$ cat config.mk
export PLATFORM = sky130hd
export DESIGN_NAME = wfpfc_top
export DESIGN_NICKNAME = d
export VERILOG_FILES = /design/src/wfpfc_pkg.sv /design/src/wfpfc_dom_filter.sv /design/src/wfpfc_top.sv
export SDC_FILE = /design/constraint.sdc
export NUM_CORES = 1
export LEC_CHECK = 0
export ABC_CLOCK_PERIOD_IN_PS = 10700
export BUFFER_PORTS_ARGS = -buffer_cell sky130_fd_sc_hd__buf_2
export CAP_MARGIN = 40
export CELL_PAD_IN_SITES_DETAIL_PLACEMENT = 0
export CELL_PAD_IN_SITES_GLOBAL_PLACEMENT = 2
export CORE_MARGIN = 1.5
export CORE_UTILIZATION = 33
export CTS_CLUSTER_SIZE = 12
export DETAILED_ROUTE_END_ITERATION = 10
export PLACE_DENSITY_LB_ADDON = 0.1
export SYNTH_ARGS = -nofsm -noshare
export SYNTH_HDL_FRONTEND = slang
export SYNTH_SLANG_ARGS = --single-unit
$ cat constraint.sdc
create_clock -name clk -period 10.7 [get_ports clk]
set_input_delay 1.605 -clock clk [delete_from_list [all_inputs] [get_ports clk]]
set_output_delay 1.605 -clock clk [all_outputs]
set_load 0.01 [all_outputs]
$ cat src/wfpfc_pkg.sv
// Purpose: Shared constants for the wake-frame payload and fast-rate config
// Assumes: 50 MHz clock, APB register access, one 8-bit register per word
// Notes:   Register indices are word indices; byte address is index * 4
package wfpfc_pkg;

    localparam int          CLK_PERIOD_NS = 20;
    localparam int          APB_ADDR_W    = 8;
    localparam int          IDX_W         = APB_ADDR_W - 2;
    localparam int          PAYLOAD_BYTES = 8;

    // Register indices
    localparam logic [IDX_W-1:0] REG_BYTE7_IDX = 6'h2C;
    localparam logic [IDX_W-1:0] REG_BYTE6_IDX = 6'h2D;
    localparam logic [IDX_W-1:0] REG_BYTE5_IDX = 6'h2E;
    localparam logic [IDX_W-1:0] REG_BYTE4_IDX = 6'h2F;
    localparam logic [IDX_W-1:0] REG_BYTE3_IDX = 6'h30;
    localparam logic [IDX_W-1:0] REG_BYTE2_IDX = 6'h31;
    localparam logic [IDX_W-1:0] REG_BYTE1_IDX = 6'h32;
    localparam logic [IDX_W-1:0] REG_BYTE0_IDX = 6'h33;
    localparam logic [IDX_W-1:0] REG_CFG_IDX   = 6'h34;

    // Reset values
    localparam logic [7:0] PAYLOAD_RESET = 8'h00;
    localparam logic [5:0] CFG_RESET     = 6'h00;

    // Config register fields
    localparam int CFG_W          = 6;
    localparam int CFG_FD_EN_BIT  = 0;
    localparam int CFG_FILT_LSB   = 1;
    localparam int CFG_FILT_W     = 3;
    localparam int CFG_BYPASS_BIT = 4;
    localparam int CFG_SUPP_BIT   = 5;

    // Dominant filter times
    localparam int         FILT_STEP_NS = 50;
    localparam int         FILT_MAX_NS  = 387;
    localparam logic [2:0] FILT_MAX_CODE = 3'h7;
    localparam int         FILT_CNT_W   = 5;

    // Frame length
    localparam logic [3:0] DLC_MAX_BYTES = 4'h8;

    // Filter time in cycles, least time rounded up
    function automatic logic [FILT_CNT_W-1:0] wfpfc_filt_cycles(
        input logic [2:0] code
    );
        int ns;
        ns = (code == FILT_MAX_CODE) ? FILT_MAX_NS
                                     : FILT_STEP_NS * (int'(code) + 1);
        return FILT_CNT_W'((ns + CLK_PERIOD_NS - 1) / CLK_PERIOD_NS);
    endfunction : wfpfc_filt_cycles

    // Payload length from data length code
    function automatic logic [3:0] wfpfc_dlc_len(input logic [3:0] dlc);
        return (dlc > 4'h7) ? DLC_MAX_BYTES : dlc;
    endfunction : wfpfc_dlc_len

endpackage : wfpfc_pkg

$ cat src/wfpfc_dom_filter.sv
// Purpose: Digital dominant-pulse filter for the received bus level
// Assumes: Input is already synchronised; low level is dominant
// Notes:   Recessive passes at once; dominant only after limit cycles
`timescale 1ns/1ps
module wfpfc_dom_filter
    import wfpfc_pkg::*;
(
    input  wire logic                  clk,
    input  wire logic                  rst_n,
    input  wire logic                  ce,
    input  wire logic                  rx_in,
    input  wire logic [FILT_CNT_W-1:0] limit,
    output logic                       rx_q
);

    logic [FILT_CNT_W-1:0] cnt_q;
    logic [FILT_CNT_W-1:0] cnt_d;
    logic                  rx_d;
    wire                   reached = (cnt_q + 1'b1) >= limit;

    assign cnt_d = rx_in ? '0 : (reached ? cnt_q : cnt_q + 1'b1);
    assign rx_d  = rx_in | (rx_q & ~reached);

    always_ff @(posedge clk or negedge rst_n) begin
        if (!rst_n) begin
            cnt_q <= '0;
            rx_q  <= 1'b1;
        end else if (ce) begin
            cnt_q <= cnt_d;
            rx_q  <= rx_d;
        end
    end

endmodule : wfpfc_dom_filter

$ cat src/wfpfc_top.sv
// Purpose: Wake-frame payload bytes and fast-rate tolerance configuration
// Assumes: APB slave, soft reset and silence timeout from the same clock
// Notes:   Bus receive pins pass a two-stage synchroniser first
// How it works
// - Each payload register holds one 8-bit byte, bit 0 least significant.
// - Payload registers clear to zero on power-on or soft reset.
// - Payload bytes 6 to 0 sit at indices 0x2d up to 0x33.
// - Config bit 0 enables fast-rate tolerant selective wake operation.
// - Bits 3:1 pick filter time 50 to 350 ns, code 7 is 387 ns.
// - Config bit 4 routes the received signal around the analog filter.
// - The dominant filter applies whether or not the analog filter is bypassed.
// - Bit 5 stops the error counter only while tolerance is enabled.
// - Silence timeout expiry clears bit 5 in hardware, visible on readback.
// - Config bits 7 and 6 read zero and ignore writes.
// - Config register clears to zero on power-on or soft reset.
// - Payload byte 7 sits at index 0x2c, just below byte 6.
// - Length codes 0 to 7 give that many bytes, larger give eight.
`timescale 1ns/1ps
module wfpfc_top
    import wfpfc_pkg::*;
(
    input  wire logic                  clk,
    input  wire logic                  rst_n,
    input  wire logic                  ce,
    input  wire logic                  psel,
    input  wire logic                  penable,
    input  wire logic                  pwrite,
    input  wire logic [APB_ADDR_W-1:0] paddr,
    input  wire logic [31:0]           pwdata,
    input  wire logic [3:0]            pstrb,
    output logic      [31:0]           prdata,
    output logic                       pready,
    output logic                       pslverr,
    input  wire logic                  soft_reset,
    input  wire logic                  silence_expired,
    input  wire logic [3:0]            dlc_code,
    input  wire logic                  rx_raw_pin,
    input  wire logic                  rx_analog_pin,
    output logic [8*PAYLOAD_BYTES-1:0] payload_bytes,
    output logic [3:0]                 payload_len,
    output logic                       fast_rate_tolerance_enable,
    output logic [CFG_FILT_W-1:0]      dominant_pulse_filter_time,
    output logic                       analog_filter_bypass,
    output logic                       error_counter_suppress,
    output logic                       error_counter_run,
    output logic                       rx_filtered
);

    // Register storage
    logic [7:0]       pay_q [PAYLOAD_BYTES];
    logic [CFG_W-1:0] cfg_q;
    logic [CFG_W-1:0] cfg_d;

    // APB answer registers
    logic             pready_q;
    logic [31:0]      prdata_q;
    logic             pslverr_q;

    // Derived outputs
    logic             err_run_q;
    logic [3:0]       len_q;

    // Receive synchronisers
    logic             raw_s1_q;
    logic             raw_s2_q;
    logic             ana_s1_q;
    logic             ana_s2_q;

    // Address decode
    wire [IDX_W-1:0]  word_idx    = paddr[APB_ADDR_W-1:2];
    wire              aligned     = (paddr[1:0] == 2'b00);
    wire              hit_payload = aligned
                                  && (word_idx >= REG_BYTE7_IDX)
                                  && (word_idx <= REG_BYTE0_IDX);
    wire              hit_cfg     = aligned && (word_idx == REG_CFG_IDX);
    wire              map_ok      = hit_payload | hit_cfg;
    wire [2:0]        byte_sel    = 3'(REG_BYTE0_IDX - word_idx);

    // Phase decode: answer comes one cycle into the access phase
    wire              acc_first   = psel & penable & ~pready_q;
    wire              acc_done    = psel & penable & pready_q;
    wire              wr_fire     = acc_done & pwrite & pstrb[0];
    wire              wr_payload  = wr_fire & hit_payload;
    wire              wr_cfg      = wr_fire & hit_cfg;

    // Read selection
    wire [7:0]        pay_rd      = pay_q[byte_sel];
    wire [31:0]       rd_data     = hit_payload ? {24'h0, pay_rd}
                                  : hit_cfg ? {26'h0, cfg_q}
                                  : 32'h0;

    // Config next value
    wire [CFG_W-1:0]  cfg_wr      = wr_cfg ? pwdata[CFG_W-1:0] : cfg_q;

    always_comb begin
        cfg_d = cfg_wr;
        if (silence_expired) begin
            cfg_d[CFG_SUPP_BIT] = 1'b0;
        end
        if (soft_reset) begin
            cfg_d = CFG_RESET;
        end
    end

    // Field views
    wire              fd_en       = cfg_q[CFG_FD_EN_BIT];
    wire              bypass      = cfg_q[CFG_BYPASS_BIT];
    wire              suppress    = cfg_q[CFG_SUPP_BIT];
    wire [2:0]        filt_code   = cfg_q[CFG_FILT_LSB +: CFG_FILT_W];
    wire              err_run_d   = ~(suppress & fd_en);
    wire              rx_sel      = bypass ? raw_s2_q : ana_s2_q;
    wire [FILT_CNT_W-1:0] filt_lim = wfpfc_filt_cycles(filt_code);

    // Payload bytes
    always_ff @(posedge clk or negedge rst_n) begin
        if (!rst_n) begin
            for (int i = 0; i < PAYLOAD_BYTES; i++) begin
                pay_q[i] <= PAYLOAD_RESET;
            end
        end else if (ce) begin
            if (soft_reset) begin
                for (int i = 0; i < PAYLOAD_BYTES; i++) begin
                    pay_q[i] <= PAYLOAD_RESET;
                end
            end else if (wr_payload) begin
                pay_q[byte_sel] <= pwdata[7:0];
            end
        end
    end

    // Config register
    always_ff @(posedge clk or negedge rst_n) begin
        if (!rst_n) begin
            cfg_q <= CFG_RESET;
        end else if (ce) begin
            cfg_q <= cfg_d;
        end
    end

    // APB answer
    always_ff @(posedge clk or negedge rst_n) begin
        if (!rst_n) begin
            pready_q  <= 1'b0;
            prdata_q  <= 32'h0000_0000;
            pslverr_q <= 1'b0;
        end else if (ce) begin
            pready_q  <= acc_first;
            pslverr_q <= acc_first & ~map_ok;
            if (acc_first & ~pwrite) begin
                prdata_q <= rd_data;
            end
        end
    end

    // Derived control outputs
    always_ff @(posedge clk or negedge rst_n) begin
        if (!rst_n) begin
            err_run_q <= 1'b1;
            len_q     <= 4'h0;
        end else if (ce) begin
            err_run_q <= err_run_d;
            len_q     <= wfpfc_dlc_len(dlc_code);
        end
    end

    // Pin synchronisers, idle recessive
    always_ff @(posedge clk or negedge rst_n) begin
        if (!rst_n) begin
            raw_s1_q <= 1'b1;
            raw_s2_q <= 1'b1;
            ana_s1_q <= 1'b1;
            ana_s2_q <= 1'b1;
        end else if (ce) begin
            raw_s1_q <= rx_raw_pin;
            raw_s2_q <= raw_s1_q;
            ana_s1_q <= rx_analog_pin;
            ana_s2_q <= ana_s1_q;
        end
    end

    // Dominant filter follows the path selection
    wfpfc_dom_filter u_dom_filter (
        .clk   (clk),
        .rst_n (rst_n),
        .ce    (ce),
        .rx_in (rx_sel),
        .limit (filt_lim),
        .rx_q  (rx_filtered)
    );

    // Output mapping
    for (genvar n = 0; n < PAYLOAD_BYTES; n++) begin : g_pay
        assign payload_bytes[8*n +: 8] = pay_q[n];
    end

    assign prdata                     = prdata_q;
    assign pready                     = pready_q;
    assign pslverr                    = pslverr_q;
    assign payload_len                = len_q;
    assign fast_rate_tolerance_enable = fd_en;
    assign dominant_pulse_filter_time = filt_code;
    assign analog_filter_bypass       = bypass;
    assign error_counter_suppress     = suppress;
    assign error_counter_run          = err_run_q;

endmodule : wfpfc_top

==> results.md, run 1 <==
- IO buf count: 116
- Layout net count: 861
- # rows: 49
- WP data arrival: 6.96 ns
- GPL Wtd Cong: 0.8141
- Hold Path Stages: 2
- Clock Latency Late Sink: 0.35 ns
- CTS Buf Count: 9
- Layout cells sized above 1: 0.2117
- EDFF count, synth: 0
- Mean Syn Cell Area: 8.643 µm²
- Fin. Hold Viols: 0
- Worst r2r path cells: 24
- CTS hold repair buffers: 0
- Largest net degree at the start of global routing: 73
- Leak: 3.211 nW
- Io pins: 168
- Wirelength per Cell: 20.79 µm
- Hold crit path type: flop to flop
- Initial Util: 0.3385
- Gr usage total: 0.2164
- Via count: 5,750
- Cell variety after synth: 73
- Core area: 0.01802 mm²
- Vias in the first global route: 5,551
- Longest Clk Path Bufs: 2
- Resize count post-CTS: 0
- Worst EP required: 10.93 ns
- Mapped Area: 0.006102 mm²
- Fill cells: 1,879
- Fin crit share: 0.6295
- Initial antenna violation count: 0
- Final setup viols: 0
- Die X: 139.0 µm
- Sequential fraction of the synthesis area: 0.3908
- Worst slew pin tran: 0.8391 ns
- Final WL: 21.16 mm
- # diodes: 0
- Clock Skew: 0.01131 ns
- Synth warnings: 0
- CTS Root Cell: clkbuf_16
- Setup Crit Path Kind: flop to flop
- MaxCap Viol Count: 0
- Hpwl dp: 14.77 mm
- Total gr overflow: 0
- Remaining antenna violation count: 0
- Max Slew Vio Count: 0
- Flops & latches, synth: 95
- Ys async rst share: 1.000
- DIE AREA: 0.01932 mm²
- DRT iter0 DRCs: 364
- Most used DFF post-synth: dfrtp_1
- Sum Neg Setup Slack: 0 ns
- Synthesized instance count: 706
- Commonest non-fill, non-tap cell in the layout: buf_2
- Global-route wire length before repair: 32.86 mm
- Slew HR: 0.4406
- DRT Pass-1 Iters: 5
- Die Height: 139.0 µm
- Status: complete, no violations
- Most frequent cells in the layout: buf_2 (117), o21ai_0 (89), dfrtp_1 (89)
- CP Capture Type: flop
- Minimum clock period: 6.735 ns
- Sink Count: 95
- RSZ-0062 raised after global routing: no
- H-Tree Depth: 3
- Area growth, synth to finish: 15.30%
- DRC violations left: 0
- Clock-pin slew on the worst setup and hold paths: 0.06 ns
- Finished Layout Cells: 1,018
- Tot Pwr: 0.001415 W
- CTS tree: yes
- Crit start category: flop
- Post-CTS setup buffers: 0
- Worst vdd ir: 0.00007730 V
- Critical Path Fanout Max: 14
- Vias per cell: 5.648
- Placed Instances: 1,002
- F_max: 148.5 MHz
- PwrDens: 201.1 mW/mm²
## path summary, 6_finish.rpt
path                                                from                                 to  slack (ns)
max                                 cfg_q[1]$_DFFE_PN0P_  u_dom_filter.cnt_q[0]$_DFFE_PN0P_        3.96
min                        error_counter_run$_DFFE_PN1P_      error_counter_run$_DFFE_PN1P_        0.50
max reg2reg                         cfg_q[1]$_DFFE_PN0P_  u_dom_filter.cnt_q[0]$_DFFE_PN0P_        3.96
min reg2reg                error_counter_run$_DFFE_PN1P_      error_counter_run$_DFFE_PN1P_        0.50
max in group asynchronous                          rst_n              prdata[1]$_DFFE_PN0P_        8.24
min in group asynchronous                          rst_n      payload_bytes[41]$_DFFE_PN0P_        1.29
## state kept, by name, summed over array words and instances (netlist names)
signal and count:
ana_s2_q 1, error_counter_run 1, raw_s2_q 1, raw_s1_q 1
u_dom_filter.rx_q 1, payload_len 4, pready 1, cfg_q 6
payload_bytes 64, u_dom_filter.cnt_q 5, prdata 8, ana_s1_q 1
pslverr 1
## cells by family (layout without fill, tap and decap cells)
| group | after synthesis | after routing | share of synthesized area |
|---|---|---|---|
| AO/OA/AOI/OAI | 263 | 263 | 0.2832 |
| AND/OR/NAND/NOR | 205 | 205 | 0.1659 |
| buffers and inverters | 97 | 156 | 0.07709 |
| flip-flops | 95 | 95 | 0.3908 |
| adder cells (fa/ha/maj) | 19 | 19 | 0.03896 |
| multiplexers | 15 | 15 | 0.02768 |
| XOR/XNOR | 11 | 11 | 0.01579 |
| other | 1 | 25 | 0.0006145 |
## layer usage
layer	share of wire	track usage	vias up
met4	0.038	0.1075	0
met5	0	0	-
met2	0.49	0.3544	188
li1	-	-	2693
met3	0.038	0.02901	43
met1	0.43	0.2813	2826
## area by class of cell
type                       count  area, µm²  area share
sequential                    95       2385      0.3390
tap                          229      286.5     0.04073
multi-input combinational    538       3354      0.4768
clock inverter                 3      68.82    0.009781
timing repair buffer         122      623.1     0.08856
clock buffer                  13      250.2     0.03557
inverter                      18      67.56    0.009603
## through the flow
step	utilization	cell area (µm²)	setup WS [ns]	hold WS, ns
2_1_floorplan	-	6192	4.768	0.4907
3_3_place_gp	0.3721	6706	4.081	0.4822
3_5_place_dp	0.3726	6716	4.007	0.4874
4_1_cts	0.3903	7036	3.980	0.4964
5_1_grt	0.3903	7036	3.373	0.5255
6_report	0.3903	7036	3.965	0.4974
## critical path: stages (launching register included)
cell	delay [ns]
dfrtp_1	0.56
ha_1	0.29
ha_1	0.36
ha_1	0.31
ha_1	0.20
ha_1	0.39
a2111oi_0	0.44
a2bb2oi_1	0.17
mux2i_2	0.30
nor2_1	0.16
a311o_1	0.36
or3_1	0.46
or4b_4	0.53
nand3_2	0.11
o311a_1	0.19
o211ai_2	0.10
ha_1	0.29
nand2b_1	0.13
a21oi_1	0.14
nor2b_1	0.05
o21ai_0	0.15
nand2b_1	0.08
a21oi_1	0.23
o21ai_0	0.27
mux2_2	0.35
## synth_stat cells, drive strengths merged, types with 2 or more instances
| cell type | n | area [µm²] |
|---|---|---|
| o22ai | 10 | 62.56 |
| mux2i | 6 | 63.81 |
| nand2 | 87 | 326.6 |
| o31ai | 3 | 22.52 |
| nand3 | 11 | 60.06 |
| a21oi | 28 | 140.1 |
| ha | 19 | 237.7 |
| o21a | 2 | 15.01 |
| and2 | 5 | 33.78 |
| dfstp | 6 | 157.7 |
| o21ai | 92 | 464.2 |
| a221oi | 6 | 52.55 |
| or3 | 4 | 25.02 |
| o211ai | 3 | 27.52 |
| or2 | 3 | 18.77 |
| nor3 | 8 | 40.04 |
| a31oi | 11 | 75.07 |
| and3 | 5 | 31.28 |
| nand3b | 6 | 57.56 |
| a211oi | 4 | 30.03 |
| nor2 | 37 | 138.9 |
| xnor2 | 8 | 70.07 |
| a2bb2oi | 2 | 23.77 |
| dfrtp | 89 | 2227 |
| xor2 | 3 | 26.28 |
| nor3b | 6 | 45.04 |
| inv | 18 | 67.56 |
| a22oi | 77 | 591.8 |
| a22o | 10 | 87.58 |
| nand2b | 13 | 81.33 |
| buf | 45 | 275.3 |
| and3b | 3 | 26.28 |
| clkbuf | 34 | 127.6 |
| a21boi | 2 | 18.77 |
| nor2b | 6 | 37.54 |
| nor4 | 5 | 31.28 |
| mux2 | 9 | 105.1 |
## power by group
part           switching (W)  total [W]  internal (W)
sequential         0.0000949   0.000531      0.000436
clock               0.000140   0.000352      0.000212
combinational       0.000310   0.000532      0.000222
(Power assumes the default switching activity.)
==> inputs of run 2 (changes only) <==
--- a/config.mk
+++ b/config.mk
@@ -5,13 +5,13 @@
 export SDC_FILE = /design/constraint.sdc
 export NUM_CORES = 1
 export LEC_CHECK = 0
-export ABC_CLOCK_PERIOD_IN_PS = 10700
+export ABC_CLOCK_PERIOD_IN_PS = 5900
 export BUFFER_PORTS_ARGS = -buffer_cell sky130_fd_sc_hd__buf_2
 export CAP_MARGIN = 40
 export CELL_PAD_IN_SITES_DETAIL_PLACEMENT = 0
 export CELL_PAD_IN_SITES_GLOBAL_PLACEMENT = 2
 export CORE_MARGIN = 1.5
-export CORE_UTILIZATION = 33
+export CORE_UTILIZATION = 28
 export CTS_CLUSTER_SIZE = 12
 export DETAILED_ROUTE_END_ITERATION = 10
 export PLACE_DENSITY_LB_ADDON = 0.1
==> constraint.sdc (replaced) <==
create_clock -name clk -period 5.9 [get_ports clk]
set_input_delay 0.885 -clock clk [delete_from_list [all_inputs] [get_ports clk]]
set_output_delay 0.885 -clock clk [all_outputs]
set_load 0.01 [all_outputs]
==> run 2 against run 1 <==
Compared with the run above:
- hold slack worse by 0.012 ns
- sequential power up 82%
- flip-flop and latch count unchanged
- count of clock-buffer cells in the layout down 3
- die area up 17%
- wire length up 5.7%
- via count up 2.3%
- design area up 7.9%
- critical path type unchanged
- largest power group unchanged
- highest routed layer unchanged
==> results.md, run 2 (same netlist as run 1, synthesis figures left out) <==
- WP data arrival: 5.91 ns (-1.05 ns)
- Gr usage total: 0.1967 (-0.01974)
- Tot Pwr: 0.002743 W (+94%)
- Longest Clk Path Bufs: 2 (unchanged)
- Hpwl dp: 16.06 mm (+8.7%)
- Routed met2 length: 10.31 mm (-0.74%)
- Vias in the first global route: 5,390 (-2.9%)
- Worst vdd ir: 0.0001381 V (+79%)
- Final core occ: 0.3579 (-0.03242)
- Layout cells sized above 1: 0.2845 (+0.07283)
- Fin crit share: 0.9526 (+0.3232)
- Sum Neg Setup Slack: 0 ns (unchanged)
- IO buf count: 116 (unchanged)
- Largest register FFs: 64 (unchanged)
- Initial antenna violation count: 0 (unchanged)
- Most frequent cells in the layout: buf_2 (115), dfrtp_1 (88), nand2_1 (86), o21ai_0 (86), a22oi_1 (76)
- Worst reg2reg path endpoint: u_dom_filter.cnt_q[0]$_DFFE_PN0P_
- Io pins: 168 (unchanged)
- Largest net degree at the start of global routing: 73 (unchanged)
- CTS tree: yes
- CP Capture Type: flop
- PwrDens: 361.2 mW/mm² (+80%)
- Worst r2r path cells: 27 (+13%)
- Max Slew Vio Count: 0 (unchanged)
- Area growth, synth to finish: 24.46%
- MaxCap Viol Count: 0 (unchanged)
- Commonest non-fill, non-tap cell in the layout: buf_2
- DRC violations left: 0 (unchanged)
- DRT met1 WL: 10.68 mm (+16%)
- CTS hold repair buffers: 0 (unchanged)
- Vias per cell: 5.375 (-4.8%)
- Remaining antenna violation count: 0 (unchanged)
- Initial Util: 0.2876 (-0.05098)
- Worst r2r src: cfg_q[2]$_DFFE_PN0P_
- Crit start category: flop
- FF-to-FF setup slack: 0.28 ns (-3.69 ns)
- Core area: 0.02122 mm² (+18%)
- Final WL: 22.37 mm (+5.7%)
- Hold crit path type: input pin to asynchronous set/reset pin
- Setup Crit Path Kind: flop to flop
- Fill cells: 2,262 (+20%)
- Via count: 5,880 (+2.3%)
- DRT iter0 DRCs: 434 (+19%)
- DIE AREA: 0.02269 mm² (+17%)
- Total gr overflow: 0 (unchanged)
- Fin. Hold Viols: 0 (unchanged)
- Clock Latency Late Sink: 0.36 ns (about the same)
- Worst EP required: 6.19 ns (-4.74 ns)
- Global-route wire length before repair: 33.31 mm (+1.3%)
- Clock Skew: 0.01509 ns (+0.003778 ns)
- Met3 routed WL: 1.169 mm (+46%)
- Slew HR: 0.4500 (+0.009420)
- Critical Path Fanout Max: 6 (-8)
- Die X: 150.6 µm (+8.4%)
- Final setup viols: 0 (unchanged)
- GPL Wtd Cong: 0.7949 (-2.4%)
- Die Height: 150.6 µm (+8.4%)
- CTS Root Cell: clkbuf_16
- Minimum clock period: 5.621 ns (-1.115 ns)
- DRT Pass-1 Iters: 5 (unchanged)
- F_max: 177.9 MHz (+20%)
- CTS Buf Count: 9 (unchanged)
- Layout net count: 891 (+3.5%)
- # diodes: 0 (unchanged)
- Status: complete, no violations
- Worst slew pin tran: 0.8191 ns (-0.02002 ns)
- Clock-pin slew on the worst setup and hold paths: 0.08 ns (+0.02 ns)
- Sink Count: 95 (unchanged)
- H-Tree Depth: 3 (unchanged)
- Leak: 3.390 nW (+5.6%)
- Wirelength per Cell: 20.44 µm (-1.7%)
- Max Used Layer: met4
- # rows: 53 (+8.2%)
[run 2: worst max path at each step]
stage / endpoint / start / slack (ns)
2_1_floorplan: u_dom_filter.cnt_q[0]$_DFFE_PN0P_ / cfg_q[2]$_DFFE_PN0P_ / 0.04
3_3_place_gp: u_dom_filter.cnt_q[0]$_DFFE_PN0P_ / cfg_q[2]$_DFFE_PN0P_ / -0.10
3_5_place_dp: u_dom_filter.cnt_q[0]$_DFFE_PN0P_ / cfg_q[1]$_DFFE_PN0P_ / -0.16
6_report: u_dom_filter.cnt_q[0]$_DFFE_PN0P_ / cfg_q[2]$_DFFE_PN0P_ / 0.28
4_1_cts: u_dom_filter.cnt_q[0]$_DFFE_PN0P_ / cfg_q[1]$_DFFE_PN0P_ / 0.01
5_1_grt: u_dom_filter.cnt_q[0]$_DFFE_PN0P_ / cfg_q[2]$_DFFE_PN0P_ / -0.02
[run 2: timing repair]
action | CTS | global route
endpoints found under the setup margin | 5 | 6
hold endpoints to repair | 0 | 0
pin swaps | 2 | 17
gates resized for setup | 13 | 39
setup buffers | 0 | 7
[run 2: where the power goes]
| part | switching [W] | internal (W) | leakage, nW |
|---|---|---|---|
| clock network | 0.000277 | 0.000344 | 0.151 |
| logic | 0.000630 | 0.000529 | 2.14 |
| registers | 0.000173 | 0.000791 | 1.10 |
| total | 0.00108 | 0.00166 | 3.39 |
[run 2: routing by layer]
metal | vias to the layer above | global-route usage
met1 | 2911 | 0.2956
met5 | - | 0
met2 | 201 | 0.2995
met4 | 0 | 0.04078
li1 | 2751 | -
met3 | 17 | 0.02545
[run 2: through the flow]
| step | worst slack, ns | area, µm² | cells | hold WS (ns) |
|---|---|---|---|---|
| global route | -0.02069 | 7595 | 1094 | 0.5094 |
| CTS | 0.01312 | 7320 | 1087 | 0.4900 |
| finish | 0.2794 | 7595 | 1094 | 0.4855 |
| floorplan | 0.04118 | 6195 | 730 | 0.4907 |
| detailed placement | -0.1595 | 6965 | 1071 | 0.4805 |
| global placement | -0.1004 | 6945 | 1070 | 0.4771 |
[run 2: worst max-delay path, cell delays in order (launching register included)]
cell       delay [ns]
dfrtp_2          0.41
ha_2             0.20
ha_4             0.22
ha_1             0.29
ha_2             0.20
ha_4             0.24
buf_4            0.16
nor2b_1          0.13
mux2i_1          0.20
o2bb2ai_2        0.12
a2bb2oi_2        0.20
nor4_1           0.07
a311o_1          0.30
or3_4            0.42
or4b_4           0.51
nand3_4          0.11
o311a_1          0.17
o211ai_2         0.09
ha_1             0.31
nand2b_1         0.14
a21oi_1          0.13
nor2b_1          0.06
o21ai_1          0.13
nand2b_1         0.08
a21oi_2          0.18
buf_4            0.14
and3_4           0.20
mux2_2           0.15
[run 2: cell type report]
type | instances | area [µm²] | share of cell area
Clock inverter | 6 | 67.56 | 0.008896
Inverter | 18 | 67.56 | 0.008896
Timing Repair Buffer | 152 | 877.1 | 0.1155
Sequential cell | 95 | 2386 | 0.3142
Tap cell | 275 | 344.1 | 0.04530
Clock buffer | 10 | 239.0 | 0.03147
Multi-Input combinational cell | 538 | 3613 | 0.4758
